`src/core/qp_bus_map.svh`:
```
// Constants for the quad-pumped data phase controller
`ifndef QP_BUS_MAP_SVH
`define QP_BUS_MAP_SVH
`define QP_GROUPS 4
`define QP_GROUP_W 16
`define QP_DATA_W 64
`define QP_BEATS 4
`define QP_RESET_CLKS 2
`define QP_LINK_CLK_DIV 4
`endif

```
`src/core/qp_bus_pkg.sv`:
```
// Types for the quad-pumped data phase controller
package qp_bus_pkg;
	typedef enum logic [1:0] {
		ST_IDLE,
		ST_DRIVE,
		ST_GAP
	} tx_state_t;
endpackage

```
`src/core/qp_group_lane.sv`:
```
// One 16-bit data group: inversion choice, parity and receive decode
`timescale 1ns/1ps
`include "qp_bus_map.svh"
module qp_group_lane #(
	parameter int W = `QP_GROUP_W
) (
	input wire logic [W-1:0] i_word,
	input wire logic [W-1:0] i_prev_wire,
	input wire logic [W-1:0] i_rx_wire,
	input wire logic i_rx_inv,
	output logic [W-1:0] o_tx_wire,
	output logic o_tx_inv,
	output logic o_tx_par,
	output logic [W-1:0] o_rx_word,
	output logic o_rx_par
);
	wire logic [W-1:0] change_mask;
	logic [$clog2(W+1)-1:0] change_cnt;
	wire logic do_inv;
	assign change_mask = i_word ^ i_prev_wire;
	always_comb begin
		change_cnt = '0;
		for (int k = 0; k < W; k++) begin
			change_cnt = change_cnt + {{($clog2(W+1)-1){1'b0}}, change_mask[k]};
		end
	end
	// Invert when more than half of the group would toggle
	assign do_inv = change_cnt > ($clog2(W+1))'(W / 2);
	assign o_tx_wire = do_inv ? ~i_word : i_word;
	assign o_tx_inv = do_inv;
	// Parity over driven wires, high when the count of low lines is even
	assign o_tx_par = ~^{o_tx_wire, ~o_tx_inv} ^ 1'b0;
	assign o_rx_par = ~^{i_rx_wire, ~i_rx_inv};
	assign o_rx_word = i_rx_inv ? ~i_rx_wire : i_rx_wire;
endmodule

```
`src/core/qp_bus_host.sv`:
```
// Data-phase and snoop-result controller for the shared bus
`timescale 1ns/1ps
`include "qp_bus_map.svh"
// Operation
// - Sixty-four data lines in four groups
// - Four transfers per bus clock
// - Capture on falling edges of both strobes
// - Group n uses strobe pair and flag n
// - Flagged group is inverted on wires
// - Invert when over half bits toggle
// - Data valid on each valid transfer
// - Hold busy while driving data
// - Addressed agent drives defer input
// - Data driver also drives parity
// - Hit plus dirty hit means stall
// - Snoop lines driven, sampled on edges
// - Snoop, defer and burst start timed to the bus clock
module qp_bus_host #(
	parameter int GROUPS = `QP_GROUPS,
	parameter int GW = `QP_GROUP_W,
	parameter int DIV = `QP_LINK_CLK_DIV
) (
	input wire logic i_clk,
	input wire logic i_rst,
	input wire logic [GROUPS*GW-1:0] i_tx_data,
	input wire logic i_tx_valid,
	input wire logic i_tx_last,
	output logic o_tx_ready,
	output logic [GROUPS*GW-1:0] o_rx_data,
	output logic o_rx_valid,
	output logic [GROUPS-1:0] o_rx_par_err,
	input wire logic i_snoop_hit_req,
	input wire logic i_snoop_dirty_req,
	output logic o_snoop_hit,
	output logic o_snoop_dirty,
	output logic o_snoop_stall,
	output logic o_defer,
	output logic o_bus_clk,
	output logic [GROUPS*GW-1:0] o_data_out,
	output logic o_data_oe,
	input wire logic [GROUPS*GW-1:0] i_data_in,
	output logic [GROUPS-1:0] o_inv_out,
	input wire logic [GROUPS-1:0] i_inv_in,
	output logic [GROUPS-1:0] o_par_out,
	input wire logic [GROUPS-1:0] i_par_in,
	output logic [GROUPS-1:0] o_stb_pos_out,
	output logic [GROUPS-1:0] o_stb_neg_out,
	input wire logic [GROUPS-1:0] i_stb_pos_in,
	input wire logic [GROUPS-1:0] i_stb_neg_in,
	output logic o_valid_out,
	output logic o_valid_oe,
	input wire logic i_valid_in,
	output logic o_held_out,
	output logic o_held_oe,
	input wire logic i_held_in,
	output logic o_hit_out,
	output logic o_hit_oe,
	input wire logic i_hit_in,
	output logic o_dirty_out,
	output logic o_dirty_oe,
	input wire logic i_dirty_in,
	input wire logic i_defer_in
);
	localparam int DW = GROUPS * GW;
	localparam int CW = $clog2(DIV);
	// Bus clock divider; one beat enable per quarter period
	logic [CW-1:0] div_reg;
	wire logic [CW-1:0] div_next;
	wire logic beat_en;
	wire logic bclk_rise;
	assign div_next = div_reg + CW'(1);
	assign beat_en = 1'b1;
	assign bclk_rise = (div_reg == '0);
	always_ff @(posedge i_clk) begin
		if (i_rst) div_reg <= '0;
		else div_reg <= div_next;
	end
	assign o_bus_clk = (div_reg < CW'(DIV / 2));
	// Transmit path
	qp_bus_pkg::tx_state_t st_reg;
	qp_bus_pkg::tx_state_t st_next;
	logic [DW-1:0] prev_wire_reg;
	logic [DW-1:0] data_out_reg;
	logic [GROUPS-1:0] inv_reg;
	logic [GROUPS-1:0] par_reg;
	logic [GROUPS-1:0] stb_pos_reg;
	logic [GROUPS-1:0] stb_neg_reg;
	logic drive_reg;
	logic valid_reg;
	logic [1:0] beat_reg;
	wire logic [DW-1:0] tx_wire;
	wire logic [GROUPS-1:0] tx_inv;
	wire logic [GROUPS-1:0] tx_par;
	wire logic [DW-1:0] rx_word;
	wire logic [GROUPS-1:0] rx_par;
	wire logic take;
	// Synchronised pin inputs
	logic [DW-1:0] d_s1_reg, d_s2_reg;
	logic [GROUPS-1:0] inv_s1_reg, inv_s2_reg, par_s1_reg, par_s2_reg;
	logic [GROUPS-1:0] sp_s1_reg, sp_s2_reg, sp_s3_reg;
	logic [GROUPS-1:0] sn_s1_reg, sn_s2_reg, sn_s3_reg;
	logic [4:0] misc_s1_reg, misc_s2_reg;
	// Parity seen on the driven wires, for the checks below
	wire logic [GROUPS-1:0] par_seen;
	genvar g;
	generate
		for (g = 0; g < GROUPS; g++) begin : gen_lane
			// Group g maps to strobe pair g and flag g
			qp_group_lane #(.W(GW)) u_lane (
				.i_word(i_tx_data[g*GW +: GW]),
				.i_prev_wire(prev_wire_reg[g*GW +: GW]),
				.i_rx_wire(d_s2_reg[g*GW +: GW]),
				.i_rx_inv(inv_s2_reg[g]),
				.o_tx_wire(tx_wire[g*GW +: GW]),
				.o_tx_inv(tx_inv[g]),
				.o_tx_par(tx_par[g]),
				.o_rx_word(rx_word[g*GW +: GW]),
				.o_rx_par(rx_par[g])
			);
			assign par_seen[g] = ^{o_data_out[g*GW +: GW], o_inv_out[g]};
		end
	endgenerate
	// Bus is free when nobody else holds it
	wire logic bus_free;
	assign bus_free = ~misc_s2_reg[1];
	assign take = (st_reg == qp_bus_pkg::ST_DRIVE) && i_tx_valid && beat_en;
	assign o_tx_ready = take;
	always_comb begin
		st_next = st_reg;
		case (st_reg)
			qp_bus_pkg::ST_IDLE: if (i_tx_valid && bus_free && bclk_rise) st_next = qp_bus_pkg::ST_DRIVE;
			qp_bus_pkg::ST_DRIVE: if (take && i_tx_last) st_next = qp_bus_pkg::ST_GAP;
			qp_bus_pkg::ST_GAP: st_next = qp_bus_pkg::ST_IDLE;
			default: st_next = qp_bus_pkg::ST_IDLE;
		endcase
	end
	always_ff @(posedge i_clk) begin
		if (i_rst) begin
			st_reg <= qp_bus_pkg::ST_IDLE;
			drive_reg <= 1'b0;
			valid_reg <= 1'b0;
			beat_reg <= 2'h0;
		end else begin
			st_reg <= st_next;
			// Busy also covers the cycle that shows the last beat on the wires
			drive_reg <= (st_next == qp_bus_pkg::ST_DRIVE) || take;
			valid_reg <= take;
			if (take) beat_reg <= beat_reg + 2'h1;
		end
	end
	always_ff @(posedge i_clk) begin
		if (i_rst) begin
			// Idle bus reads as every line deasserted
			prev_wire_reg <= '0;
			data_out_reg <= '0;
			inv_reg <= '0;
			par_reg <= '0;
			stb_pos_reg <= '0;
			stb_neg_reg <= '0;
		end else if (take) begin
			prev_wire_reg <= tx_wire;
			data_out_reg <= tx_wire;
			inv_reg <= tx_inv;
			par_reg <= tx_par;
			// Alternate strobes so each beat owns one falling edge
			stb_pos_reg <= beat_reg[0] ? '0 : '1;
			stb_neg_reg <= beat_reg[0] ? '1 : '0;
		end else begin
			stb_pos_reg <= '0;
			stb_neg_reg <= '0;
		end
	end
	assign o_data_out = data_out_reg;
	assign o_data_oe = drive_reg;
	assign o_inv_out = inv_reg;
	assign o_par_out = par_reg;
	assign o_stb_pos_out = stb_pos_reg;
	assign o_stb_neg_out = stb_neg_reg;
	assign o_valid_out = valid_reg;
	assign o_valid_oe = drive_reg;
	assign o_held_out = drive_reg;
	assign o_held_oe = drive_reg;
	// Receive path: two-stage synchronisers then strobe fall detect
	always_ff @(posedge i_clk) begin
		if (i_rst) begin
			d_s1_reg <= '0;
			d_s2_reg <= '0;
			inv_s1_reg <= '0;
			inv_s2_reg <= '0;
			par_s1_reg <= '0;
			par_s2_reg <= '0;
			sp_s1_reg <= '0;
			sp_s2_reg <= '0;
			sp_s3_reg <= '0;
			sn_s1_reg <= '0;
			sn_s2_reg <= '0;
			sn_s3_reg <= '0;
			misc_s1_reg <= '0;
			misc_s2_reg <= '0;
		end else begin
			d_s1_reg <= i_data_in;
			d_s2_reg <= d_s1_reg;
			inv_s1_reg <= i_inv_in;
			inv_s2_reg <= inv_s1_reg;
			par_s1_reg <= i_par_in;
			par_s2_reg <= par_s1_reg;
			sp_s1_reg <= i_stb_pos_in;
			sp_s2_reg <= sp_s1_reg;
			sp_s3_reg <= sp_s2_reg;
			sn_s1_reg <= i_stb_neg_in;
			sn_s2_reg <= sn_s1_reg;
			sn_s3_reg <= sn_s2_reg;
			misc_s1_reg <= {i_defer_in, i_dirty_in, i_hit_in, i_held_in, i_valid_in};
			misc_s2_reg <= misc_s1_reg;
		end
	end
	wire logic [GROUPS-1:0] stb_fall;
	assign stb_fall = (sp_s3_reg & ~sp_s2_reg) | (sn_s3_reg & ~sn_s2_reg);
	logic [DW-1:0] rx_data_reg;
	logic rx_valid_reg;
	logic [GROUPS-1:0] rx_err_reg;
	always_ff @(posedge i_clk) begin
		if (i_rst) begin
			rx_data_reg <= '0;
			rx_valid_reg <= 1'b0;
			rx_err_reg <= '0;
		end else begin
			rx_valid_reg <= (&stb_fall) && misc_s2_reg[0] && !drive_reg;
			if (&stb_fall) begin
				rx_data_reg <= rx_word;
				rx_err_reg <= rx_par ^ par_s2_reg;
			end
		end
	end
	assign o_rx_data = rx_data_reg;
	assign o_rx_valid = rx_valid_reg;
	assign o_rx_par_err = rx_err_reg;
	// Snoop lines driven and sampled only at bus clock rise
	logic hit_drv_reg, dirty_drv_reg, hit_smp_reg, dirty_smp_reg, defer_reg;
	always_ff @(posedge i_clk) begin
		if (i_rst) begin
			hit_drv_reg <= 1'b0;
			dirty_drv_reg <= 1'b0;
			hit_smp_reg <= 1'b0;
			dirty_smp_reg <= 1'b0;
			defer_reg <= 1'b0;
		end else if (bclk_rise) begin
			hit_drv_reg <= i_snoop_hit_req;
			dirty_drv_reg <= i_snoop_dirty_req;
			hit_smp_reg <= misc_s2_reg[2];
			dirty_smp_reg <= misc_s2_reg[3];
			defer_reg <= misc_s2_reg[4];
		end
	end
	assign o_hit_out = hit_drv_reg;
	assign o_hit_oe = hit_drv_reg;
	assign o_dirty_out = dirty_drv_reg;
	assign o_dirty_oe = dirty_drv_reg;
	assign o_snoop_hit = hit_smp_reg;
	assign o_snoop_dirty = dirty_smp_reg;
	assign o_snoop_stall = hit_smp_reg & dirty_smp_reg;
	assign o_defer = defer_reg;
	AST_RESET_RELEASE: assert property (@(posedge i_clk)
		i_rst ##1 i_rst |-> !o_data_oe && !o_held_oe && !o_valid_oe && !o_hit_oe && !o_dirty_oe)
		else $error("outputs not released under reset");
	AST_VALID_NEEDS_HOLD: assert property (@(posedge i_clk) disable iff (i_rst)
		o_valid_out |-> o_held_out && o_held_oe)
		else $error("valid without busy");
	AST_TAKE_VALID: assert property (@(posedge i_clk) disable iff (i_rst)
		take |=> o_valid_out)
		else $error("beat not marked valid");
	AST_PAR_OE: assert property (@(posedge i_clk) disable iff (i_rst)
		o_valid_out |-> o_data_oe)
		else $error("parity not driven with data");
	AST_STALL: assert property (@(posedge i_clk) disable iff (i_rst)
		bclk_rise |=> (o_snoop_stall == ($past(misc_s2_reg[2]) && $past(misc_s2_reg[3]))))
		else $error("stall does not follow both snoop lines");
	AST_SNOOP_EDGE: assert property (@(posedge i_clk) disable iff (i_rst)
		!$past(bclk_rise) |-> $stable(o_hit_out))
		else $error("snoop changed off edge");
	AST_PAR_EVEN: assert property (@(posedge i_clk) disable iff (i_rst)
		o_valid_out |-> (o_par_out == par_seen))
		else $error("parity wrong on driven beat");
	AST_GAP_IDLE: assert property (@(posedge i_clk) disable iff (i_rst)
		(st_reg == qp_bus_pkg::ST_GAP) |=> !o_held_out)
		else $error("busy after last");
endmodule

```
`config.mk`:
```
export PLATFORM = sky130hd
export DESIGN_NAME = qp_bus_host
export DESIGN_NICKNAME = d
export VERILOG_FILES = /design/src/core/qp_bus_pkg.sv /design/src/core/qp_group_lane.sv /design/src/core/qp_bus_host.sv
export VERILOG_INCLUDE_DIRS = /design/src /design/src/core
export SDC_FILE = /design/constraint.sdc
export NUM_CORES = 1
export LEC_CHECK = 0
export ABC_AREA = 1
export BUFFER_PORTS_ARGS = -buffer_cell sky130_fd_sc_hd__buf_2
export CAP_MARGIN = 10
export CORE_ASPECT_RATIO = 0.75
export CORE_MARGIN = 5
export CORE_UTILIZATION = 60
export CTS_BUF_LIST = sky130_fd_sc_hd__clkbuf_4 sky130_fd_sc_hd__clkbuf_8
export DETAILED_ROUTE_END_ITERATION = 16
export PLACE_DENSITY = 0.86
export SLEW_MARGIN = 30
export SYNTH_ARGS = -nofsm -noshare
export SYNTH_HDL_FRONTEND = slang
export SYNTH_SLANG_ARGS = --single-unit
```
`constraint.sdc`:
```
create_clock -name i_clk -period 11.23 [get_ports i_clk]
set_clock_uncertainty 0.05 [all_clocks]
set_input_delay 1.123 -clock i_clk [delete_from_list [all_inputs] [get_ports i_clk]]
set_output_delay 1.123 -clock i_clk [all_outputs]
set_load 0.05 [all_outputs]
```
### Word-level counts from Yosys, hierarchy flattened

Index checks and enable logic that the tools add are counted.

| storage, ports and cells | value |
|---|---|
| flip-flop bits (word level) | 340 |
| bits of input ports | 155 |
| output and inout bits | 164 |
| word-level logic and storage cells | 163 |

| cells by class | value |
|---|---|
| add/sub/neg operators | 62 |
| magnitude comparators | 5 |
| equality and inequality tests | 2 |
| mux-type cells | 13 |
| bitwise operators | 29 |
| reduce and logical (&&, ||, !) cells | 20 |

Operators by type and width:

| operator | number |
|---|---|
| 5-bit by 1-bit adder with 5-bit output | 56 |
| 17-bit XNOR reduction | 8 |
| 16-bit two-way mux | 8 |
| 16-bit inverter | 8 |
| 16-bit bitwise XOR | 4 |
| 5-bit by 4-bit > comparator with 1-bit output, second input constant | 4 |
| 1-bit inverter | 10 |
| 1-bit by 1-bit adder with 2-bit output | 4 |
| 4-bit bitwise AND | 2 |
| 4-bit two-way mux | 2 |
| 4-bit inverter | 2 |
| 1-bit logical AND | 6 |
| 2-bit by 1-bit adder with 2-bit output, second input constant | 2 |
| 2-bit by 1-bit == test with 1-bit output, second input constant | 2 |
| 2-bit logical NOT | 2 |
| 2-bit two-way mux | 2 |
| 4-bit bitwise OR | 1 |
| 2-bit one-hot mux with 2 select lines | 1 |
| 4-bit AND reduction | 1 |
| 4-bit bitwise XOR | 1 |
| 2-bit < comparator, second input constant | 1 |
| 2-bit OR reduction | 1 |
| 1-bit bitwise AND | 1 |
| 1-bit logical NOT | 1 |
| 1-bit logical OR | 1 |

### Logic depth before layout (Yosys ltp)

Gate-level depths: netlist of run 1.

| logic depth | value |
|---|---|
| word-level depth | 19 |
| mapped depth | 21 |
| gate-level depth less buffers | 20 |

### Hierarchy

Synthesis of run 1 repeated with hierarchy kept, for this count alone.

| second synthesis, totals | value |
|---|---|
| cell total of the unflattened synthesis | 2292 |
| area total of the unflattened synthesis | 16783.6 µm² |

By module, submodules not included:

| module | times used | cells each | area an instance (µm²) | seq. area each (µm²) |
|---|---|---|---|---|
| qp_bus_host | 1 | 1382 | 10906.7 | 6666.4 |
| qp_group_lane at gen_lane[3].u_lane | 1 | 240 | 1556.5 | 0.0 |
| qp_group_lane at gen_lane[2].u_lane | 1 | 239 | 1545.2 | 0.0 |
| qp_group_lane at gen_lane[1].u_lane | 1 | 227 | 1416.4 | 0.0 |
| qp_group_lane at gen_lane[0].u_lane | 1 | 204 | 1358.8 | 0.0 |

### Worst setup path after synthesis of run 1

Ideal clock, no wire load.

| timing | value |
|---|---|
| path type | input -> register |
| start point | input i_tx_data[48] |
| end point | register data_out_reg[63], in the netlist o_data_out[63] |
| setup time | 0.117 ns |
| arrival | 5.433 ns |
| required time | 11.063 ns |
| slack | 5.630 ns |
| cell stages on the path | 19 |
| cell sequence | xor2_1 > ha_1 > fa_1 > fa_1 > fa_1 > inv_1 > fa_1 > fa_1 > fa_1 > or2_0 > nand4_1 > nand3_1 > nand2_1 > buf_6 > nand2_1 > nand2_1 > nand2_1 > o211ai_1 > inv_1 |

| between the ends | value |
|---|---|
| cells in the longest elaborated chain, start to end | 18 |

RTL lines:

| item | RTL line | source |
|---|---|---|
| start, declared | qp_bus_host.sv:25 | `input wire logic [GROUPS*GW-1:0] i_tx_data,` |
| 16-bit bitwise XOR | qp_group_lane.sv:20 | `assign change_mask = i_word ^ i_prev_wire;` |
| 1-bit by 1-bit adder with 2-bit output | qp_group_lane.sv:24 | `change_cnt = change_cnt + {{($clog2(W+1)-1){1'b0}}, change_mask[k]};` |
| 5-bit by 1-bit adder with 5-bit output (14 in series) | qp_group_lane.sv:24 |  |
| 5-bit by 4-bit > comparator with 1-bit output | qp_group_lane.sv:28 | `assign do_inv = change_cnt > ($clog2(W+1))'(W / 2);` |
| 16-bit two-way mux | qp_group_lane.sv:29 | `assign o_tx_wire = do_inv ? ~i_word : i_word;` |
| end signal, assigned | qp_bus_host.sv:162 | `data_out_reg <= tx_wire;` |
| end, declared | qp_bus_host.sv:83 | `logic [DW-1:0] data_out_reg;` |

No other way between the ends.
A chain may end at the register's enable or synchronous reset.

### Final worst setup path of run 1

| timing | value |
|---|---|
| start point | input i_tx_data[48] |
| end point | register data_out_reg[50], in the netlist o_data_out[50] |

Same word-level chain as after synthesis.

==> metrics, run 1 <==
Post-Synth Adder-Cell Area=6.77%; Die Height=150 um; Initial Utilization=60.6%; CP top delay family=adder cells; Netlist Area Pre-Place=0.0157 mm2; post-route setup TNS=0 ns; mean number of vias per cell=4.98; most used cell, CP=fa_1; Worst Tran Pin Value=0.981 ns; Via Count=13305; Post-Synth Simple-Gate Area=18.6%; number of H-tree levels=2; grt met3 use=5.28%; clk sinks=333; GRT Overall Usage=24.8%; CP Depth=17; Tmin final=6.07 ns; Post-Synthesis Cells=2014; Placed Cells=2587; multiplexer share of the synthesized area=0%; Root Buffer=clkbuf_8; drt first-iter violations=736; CP peak stage delay=0.55 ns; R2R depth=16; antenna cells=0; Yosys reg bits=333; hold path cells=2; total of max-cap violations=0; layout cells sized above 1=18.8%; final antenna-violating net count=0; clock latency on the worst-skew pair=0.58 ns; Cell Rows=51; Post-Syn Nets=2230; met2 Resource Use GR=43.4%; io pins=319; first-pass GRT wire length=61700 um; Setup crit start kind=primary input; cts hold-fix bufs=0; final hold vios=0; Hold WC Path Type=register to register; Final #Nets=2510; die area=0.0296 mm2; placed inst area=0.0174 mm2; number of global-route vias before repair=13321; Post-Layout Cell Count=2672; largest net degree at the start of global routing=106; CP bufs+invs=2; clk slew on worst S/H paths=0.06 ns; YS warnings=0; initial antenna violation count=0; Critical Path End Type=register; status=completed; Routed Wire Length=37800 um; sequential fraction of the synthesis area=42.4%; syn_area_per_cell=7.80 um2; footprint of the multi-input gates=0.00740 mm2; xor-xnor portion of the synthesized cell area=13.0%; met1 GRT Util=31.3%; Pre-antenna DRT Iters=6; TritonCTS clock tree=done; Compound-Gate Fraction of Synth Area=8.72%; Post-CTS Resized=0; sequential cell area=0.00667 mm2; final period utilization=54.0%; Final HPWL DP=26700 um; CP Data Arrival Time=6.45 ns; die width=197 um; Congestion Overflow GR=0; drt wl/cell=14.1 um; CTS Buffer Depth=3; GRT Max-Usage Layer=met2; RePlAce Congestion=0.871; Worst path slowest cell=fa_1; area delta synth->final=17.1%; cell area after layout=0.0184 mm2; input/output buffers=318; fillers=1900; crit-path cells=buf_2 > xor2_1 > ha_1 > fa_1 > fa_1 > fa_1 > inv_1 > fa_1 > fa_1 > fa_1 > or2_0 > nand4_1 > nand3_1 > nand2_1 > nand2_1 > o21ai_0 > a31oi_1; CTS Buf Count=49; Core Box Area=0.0259 mm2; CP Max Fanout=15; postcts setup bufs=0; DRC Markers=0; max-slew violations=0; critical path type=primary input to register; Finish-stage setup viols=0; CP required=11.61 ns; main combinational cell family by area after synthesis=simple AND/OR/NAND/NOR gates; Util after Layout=71.0%; relative slew slack=34.5%; Synth cell types=33; RSZ-0062 raised after global routing=no; Fmax=165 MHz
path summary, 6_finish.rpt:
| kind | from | end | slack, ns |
|---|---|---|---|
| max | i_tx_data[48] | o_data_out[50] | 5.16 |
| min | d_s1_reg[62] | d_s2_reg[62] | 0.35 |
| max reg2reg | o_data_out[48] | o_data_out[50] | 5.49 |
| min reg2reg | d_s1_reg[62] | d_s2_reg[62] | 0.35 |
worst register-to-register path, cell delays in order, from the launching register on:
cell and delay, ns:
dfxtp_1 0.33, xor2_1 0.16, ha_1 0.31, fa_1 0.52, fa_1 0.52, fa_1 0.55, inv_1 0.05, fa_1 0.52
fa_1 0.47, fa_1 0.41, or2_0 0.23, nand4_1 0.07, nand3_1 0.11, nand2_1 0.43, nand2_1 0.45, o21ai_0 0.35
a31oi_1 0.06
Yosys cell counts, drive strengths merged:
cell    instances  area, um2
o21ai         109        546
a22o            4       35.0
ha             21        263
inv           312       1170
nand4           3       18.8
a31oi          28        175
nor2          214        803
nor3            2       10.0
and2            1       6.26
nand3b         13       97.6
clkbuf         51        196
a21oi         107        577
o211ai          4       30.0
xor2          109        955
nand2         422       1620
xnor2         124       1090
or2             3       18.8
nand3          66        345
dfxtp         333       6670
o21a            1       7.51
buf            47        284
fa             40        801
layout make-up:
class,count,area share [%]
timing repair buffer,327,9.27
clock inverter,9,0.354
inverter,312,6.36
tap,344,2.34
sequential,333,36.2
multi-input combinational,1271,40.2
clock buffer,76,5.24
through the flow:
step	hold slack (ns)	setup WS, ns
after floorplan	0.338	5.63
after global placement	0.339	4.80
after detailed placement	0.342	4.62
after CTS	0.351	5.24
after global routing	0.361	4.95
final	0.346	5.16
per-layer routing:
layer  part of all wire, %  vias to the layer above  wire length, um
li1                      -                     6663                -
met1                    41                     6104            15700
met2                    49                      476            18400
met3                   8.1                       62             3080
met4                   1.7                        0              637
met5                     0                        -                0
cells by family after synthesis:
group / count (synthesis)
buffers and inverters: 410
AND/OR/NAND/NOR: 724
adder cells (fa/ha/maj): 61
flip-flops: 333
AO/OA/AOI/OAI: 253
XOR/XNOR: 233
layout by cell type, fill, tap and decap left out, types with 2 or more instances in the layout:
master and instances:
a21oi_1 96, a21oi_2 11, a22o_1 4, a31oi_1 28, buf_2 317, buf_4 5
buf_6 3, clkbuf_4 13, clkbuf_8 63, clkinv_2 6, dfxtp_1 333, fa_1 40
ha_1 21, inv_1 308, inv_2 4, nand2_1 416, nand2_2 2, nand2_4 4
nand3_1 63, nand3_2 3, nand3b_1 13, nand4_1 3, nor2_1 213, nor3_1 2
o211ai_1 4, o21ai_0 104, o21ai_1 5, or2_0 3, xnor2_1 124, xor2_1 109
Power of run 1 is left out: the tool's default activity adds up to more than one toggle a clock period on the data nets, which glitch-free logic cannot reach.
==> inputs of run 2 (changes only) <==
ABC_AREA = 0   (was 1)
CORE_UTILIZATION = 56   (was 60)
PLACE_DENSITY = 0.82   (was 0.86)
clock period = 6.3 ns   (was 11.23 ns; I/O delays follow)
==> run 2 against run 1 <==
Setup slack lost 4.6 ns. Synthesized cell count is 31% lower. Core utilization down 2.4 points. Critical path depth down 2. Cell area decreased by 6.2%.
==> metrics, run 2 <==
status=completed; total of max-cap violations=0; die width=195 um; multiplexer share of the synthesized area=0.347%; Max VDD drop=0.410 mV; final antenna-violating net count=0; drt first-iter violations=345; Post-Synth Adder-Cell Area=7.37%; relative slew slack=33.9%; sequential fraction of the synthesis area=46.2%; Post-Layout Cell Count=2048; Netlist Area Pre-Place=0.0144 mm2; syn_area_per_cell=10.4 um2; fillers=1935; clk sinks=333; pwr dens=497 mW/mm2; CP required=6.74 ns; Synth Flop Type=dfxtp_1; die area=0.0291 mm2; met3 wire len=1760 um; met2 wire len=14900 um; largest net degree at the start of global routing=204; clock latency on the worst-skew pair=0.58 ns; io pins=319; Pre-antenna DRT Iters=4; mean number of vias per cell=4.90; Yosys reg bits=333; met1 wire length=14200 um; Post-CTS Resized=0; Post-Synthesis Cells=1385; Cell Rows=50; DRC Markers=0; Synth cell types=44; Setup crit start kind=register; RePlAce Congestion=0.874; postcts setup bufs=0; final period utilization=90.3%; Tmin final=5.69 ns; most common cell after layout, fill and taps aside=dfxtp_1; xor-xnor portion of the synthesized cell area=19.4%; placed inst area=0.0161 mm2; CTS Buffer Depth=3; cell area after layout=0.0173 mm2; Placed Cells=1957; Post-synth EDFFs=0; final hold vios=0; critical path type=register to register; input/output buffers=318; layout cells sized above 1=25.9%; Initial Utilization=57.4%; CP Data Arrival Time=6.12 ns; Critical Path End Type=register; R2R setup slack=0.61 ns; Yosys top cell by area=dfxtp_1; CP Max Fanout=7; Min Hold Slack=0.210 ns; Compound-Gate Fraction of Synth Area=9.07%; Final HPWL DP=23400 um; Post-Synth Simple-Gate Area=13.5%; Fmax=176 MHz; RSZ-0062 raised after global routing=no; GRT Overall Usage=21.4%; YS warnings=0; most frequent cells in the layout=dfxtp_1 (333), buf_2 (317), xnor2_1 (239); Post-Syn Nets=1601; number of global-route vias before repair=10309; Final #Nets=1887; initial antenna violation count=3; Congestion Overflow GR=0; cell with the most instances after synthesis=dfxtp_1; TritonCTS clock tree=done; drt wl/cell=15.5 um; largest cells by area after synthesis=dfxtp_1 (46%), xnor2_1 (15%), nor2b_1 (7.8%); Finish-stage setup viols=0; Util after Layout=68.7%; main combinational cell family by area after synthesis=XOR/XNOR gates; area delta synth->final=19.7%; post-synth top area share=46.2%; Worst Tran Pin Value=0.991 ns; Hold WC Path Type=primary input to register; max layer used=met5; clk slew on worst S/H paths=0.07 ns; Core Box Area=0.0251 mm2; first-pass GRT wire length=51700 um; Leakage=7.13 nW; number of H-tree levels=2; Root Buffer=clkbuf_8; CTS Buf Count=50; cts hold-fix bufs=0; max-slew violations=0; top post-synthesis cells by count=dfxtp_1 (333), xnor2_1 (239), nor2b_1 (179); Die Height=149 um; Routed Wire Length=31800 um; post-route setup TNS=0 ns; Via Count=10035; asr flop ratio synth=0%
==> run 2: cell count changes in the layout (fill, tap and decap cells not counted), moves of 61 or more <==
cell / change
a211oi_1: +112
a21oi_1: -88
inv_1: -265
nand2_1: -402
nand3_1: -61
nor2_1: -68
nor2b_1: +179
o21ai_0: -102
xnor2_1: +115
==> run 2: logic make-up (layout without fill, tap and decap cells) <==
kind of cell	Yosys count	in the layout
simple gates	372	372
flops	333	333
xor+xnor	317	317
compound gates	160	160
buf+inv	137	460
fa+ha+maj	61	61
mux	5	5
other cells	0	2
==> run 2: cell type report <==
class                           instances  area [um2]  area share [%]
Sequential cell                       333        6670            38.6
Inverter                               44         168           0.971
Tap cell                              338         423            2.45
Timing Repair Buffer                  327        1700            9.83
Clock inverter                         13         164           0.949
Clock buffer                           76         952            5.51
Antenna cell                            2        5.00          0.0290
Multi-Input combinational cell        915        7200            41.7
==> run 2: worst paths after layout <==
kind                                       end  cells past startpoint            from
worst max-delay path            o_data_out[35]                     15  o_data_out[33]
worst min-delay path              d_s1_reg[37]                      2   i_data_in[37]
worst max register to register  o_data_out[35]                     15  o_data_out[33]
worst min register to register      div_reg[0]                      1      div_reg[0]
==> run 2: stage by stage <==
| step | setup WS [ns] | power, mW |
|---|---|---|
| global placement | 0.381 | 6.48 |
| floorplan | 0.711 | 5.80 |
| detailed placement | 0.205 | 6.70 |
| finish | 0.611 | 8.58 |
| CTS | 0.576 | 8.65 |
| global route | 0.348 | 9.20 |
==> run 2: power breakdown <==
group,switching (mW),leakage [nW],total [mW],internal [mW]
clock network,0.821,0.586,1.92,1.10
registers,0.0727,2.73,2.28,2.21
logic,2.44,3.82,4.38,1.94
total,3.33,7.13,8.58,5.25
==> run 2: routing by layer <==
metal,vias up,GRT usage (%)
met5,-,0
met3,65,4.56
li1,5035,-
met2,258,34.8
met4,2,7.92
met1,4675,28.4
==> run 2: worst max-delay path, cell delays in order (launching register included) <==
cell and delay [ns]:
dfxtp_1 0.38, xor2_1 0.19, ha_1 0.28, fa_1 0.52, fa_1 0.55, fa_1 0.55
inv_1 0.06, fa_1 0.51, fa_1 0.47, fa_1 0.50, nand4b_1 0.13, a31oi_1 0.14
a2111oi_4 0.64, buf_4 0.30, xnor2_1 0.08, a211oi_1 0.24
Note: power is estimated with default switching activity, not from simulation.
==> inputs of run 3 (changes only) <==
MAX_ROUTING_LAYER = met4   (was default)
==> run 3 against run 2 <==
Global-route usage is 0.65 points higher. Cell count barely moved. Count of clock-buffer cells in the layout is the same. Cell area is essentially flat. Register-to-register slack about the same. Sequential share of layout area is essentially flat. Clock power is essentially flat. Routed wire length rose by 0.18%. Setup slack is essentially flat. First-iteration DRC count is 11% higher. Critical path type unchanged. Critical endpoint unchanged. Largest cell class unchanged. Largest power group unchanged. Highest routed layer is now met4.
==> metrics, run 3 (synthesis gave the netlist of run 2 again) <==
cts hold-fix bufs=0; critical path type=register to register; first-pass GRT wire length=51700 um; Final #Nets=1887; clock latency on the worst-skew pair=0.57 ns; crit-path cells=xor2_1 > ha_1 > fa_1 > fa_1 > fa_1 > inv_1 > fa_1 > fa_1 > fa_1 > nand4b_1 > a31oi_1 > a2111oi_4 > buf_4 > xnor2_1 > a211oi_1; RePlAce Congestion=0.889; number of global-route vias before repair=10290; most used cell, CP=fa_1; R2R setup slack=0.61 ns; pwr dens=497 mW/mm2; die width=195 um; CP bufs+invs=2; Routed Wire Length=31800 um; CP required=6.73 ns; Cell Rows=50; final hold vios=0; Reg-to-Reg Start=o_data_out[32]; GRT Overall Usage=22.0%; initial antenna violation count=3; total power=8.59 mW; die area=0.0291 mm2; status=completed; Leakage=7.13 nW; most frequent cells in the layout=dfxtp_1 (333), buf_2 (317), xnor2_1 (239); area delta synth->final=19.7%; Root Buffer=clkbuf_8; CP peak stage delay=0.64 ns; mean number of vias per cell=4.88; layout cells sized above 1=25.9%; most common cell after layout, fill and taps aside=dfxtp_1; Hold WC Path Type=primary input to register; relative slew slack=33.9%; Pre-antenna DRT Iters=4; Finish-stage setup viols=0; input/output buffers=318; Core Box Area=0.0251 mm2; Final HPWL DP=23400 um; worst hold start=i_data_in[37]; DRC Markers=0; drt first-iter violations=383; CP Data Arrival Time=6.12 ns; RSZ-0062 raised after global routing=no; Setup crit start kind=register; Worst Tran Pin Value=0.991 ns; Post-CTS Resized=0; total of max-cap violations=0; clk sinks=333; CP Max Fanout=7; Hold Path End=d_s1_reg[37]; number of H-tree levels=2; Critical Path End Type=register; Initial Utilization=57.4%; largest net degree at the start of global routing=204; Crit Reg-Reg Endpoint=o_data_out[35]; hold path cells=2; final antenna-violating net count=0; max-slew violations=0; Max VDD drop=0.410 mV; CTS Buf Count=50; Tmin final=5.69 ns; io pins=319; postcts setup bufs=0; R2R depth=15; CTS Buffer Depth=3; Fmax=176 MHz; Die Height=149 um; TritonCTS clock tree=done; final period utilization=90.3%; CP top delay family=adder cells; Worst path slowest cell=a2111oi_4; drt wl/cell=15.5 um; clk slew on worst S/H paths=0.07 ns; fillers=1934; Congestion Overflow GR=0; Via Count=10007; post-route setup TNS=0 ns
==> run 3: power by group <==
group | internal, mW | total [mW] | leakage [nW] | switching [mW]
combinational | 1.94 | 4.39 | 3.82 | 2.45
clock | 1.10 | 1.91 | 0.586 | 0.817
sequential | 2.21 | 2.28 | 2.73 | 0.0728
total | 5.25 | 8.59 | 7.13 | 3.34
==> run 3: through the flow <==
| step | instances | area [um2] | hold WS, ns | setup slack [ns] | utilization (%) |
|---|---|---|---|---|---|
| final | 2049 | 17300 | 0.210 | 0.612 | 68.7 |
| after global routing | 2049 | 17300 | 0.166 | 0.348 | 68.7 |
| after CTS | 2046 | 17300 | 0.163 | 0.576 | 68.6 |
| after detailed placement | 1957 | 16100 | 0.354 | 0.205 | 64.2 |
| after global placement | 1957 | 16100 | 0.351 | 0.381 | 64.2 |
| after floorplan | 1385 | 14400 | 0.343 | 0.711 | - |
==> run 3: worst max-delay path by stage <==
| stage | startpoint | endpoint | slack, ns | cells past startpoint |
|---|---|---|---|---|
| after global routing | o_data_out[33] | o_data_out[35] | 0.35 | 15 |
| after detailed placement | i_tx_data[32] | o_data_out[35] | 0.20 | 16 |
| final | o_data_out[32] | o_data_out[35] | 0.61 | 15 |
| after global placement | i_tx_data[32] | o_data_out[39] | 0.38 | 16 |
| after floorplan | o_data_out[0] | o_data_out[10] | 0.71 | 17 |
| after CTS | o_data_out[33] | o_data_out[35] | 0.58 | 15 |
==> run 3: layer usage <==
metal | GRT usage [%] | share of wire, % | vias up | routed length [um]
met1 | 28.5 | 45 | 4663 | 14400
met4 | 7.92 | 2.9 | 0 | 913
met5 | - | 0 | - | 0
met3 | 4.38 | 5.2 | 61 | 1660
li1 | - | - | 5037 | -
met2 | 34.8 | 47 | 246 | 14900
==> run 3: cell type report <==
cell class                 instances  area [um2]  area share [%]
clock buffer                      76         952            5.51
timing repair buffer             327        1700            9.83
tap                              338         423            2.45
clock inverter                    13         164           0.949
sequential                       333        6670            38.6
antenna                            3        7.51          0.0435
multi-input combinational        915        7200            41.7
inverter                          44         168           0.971
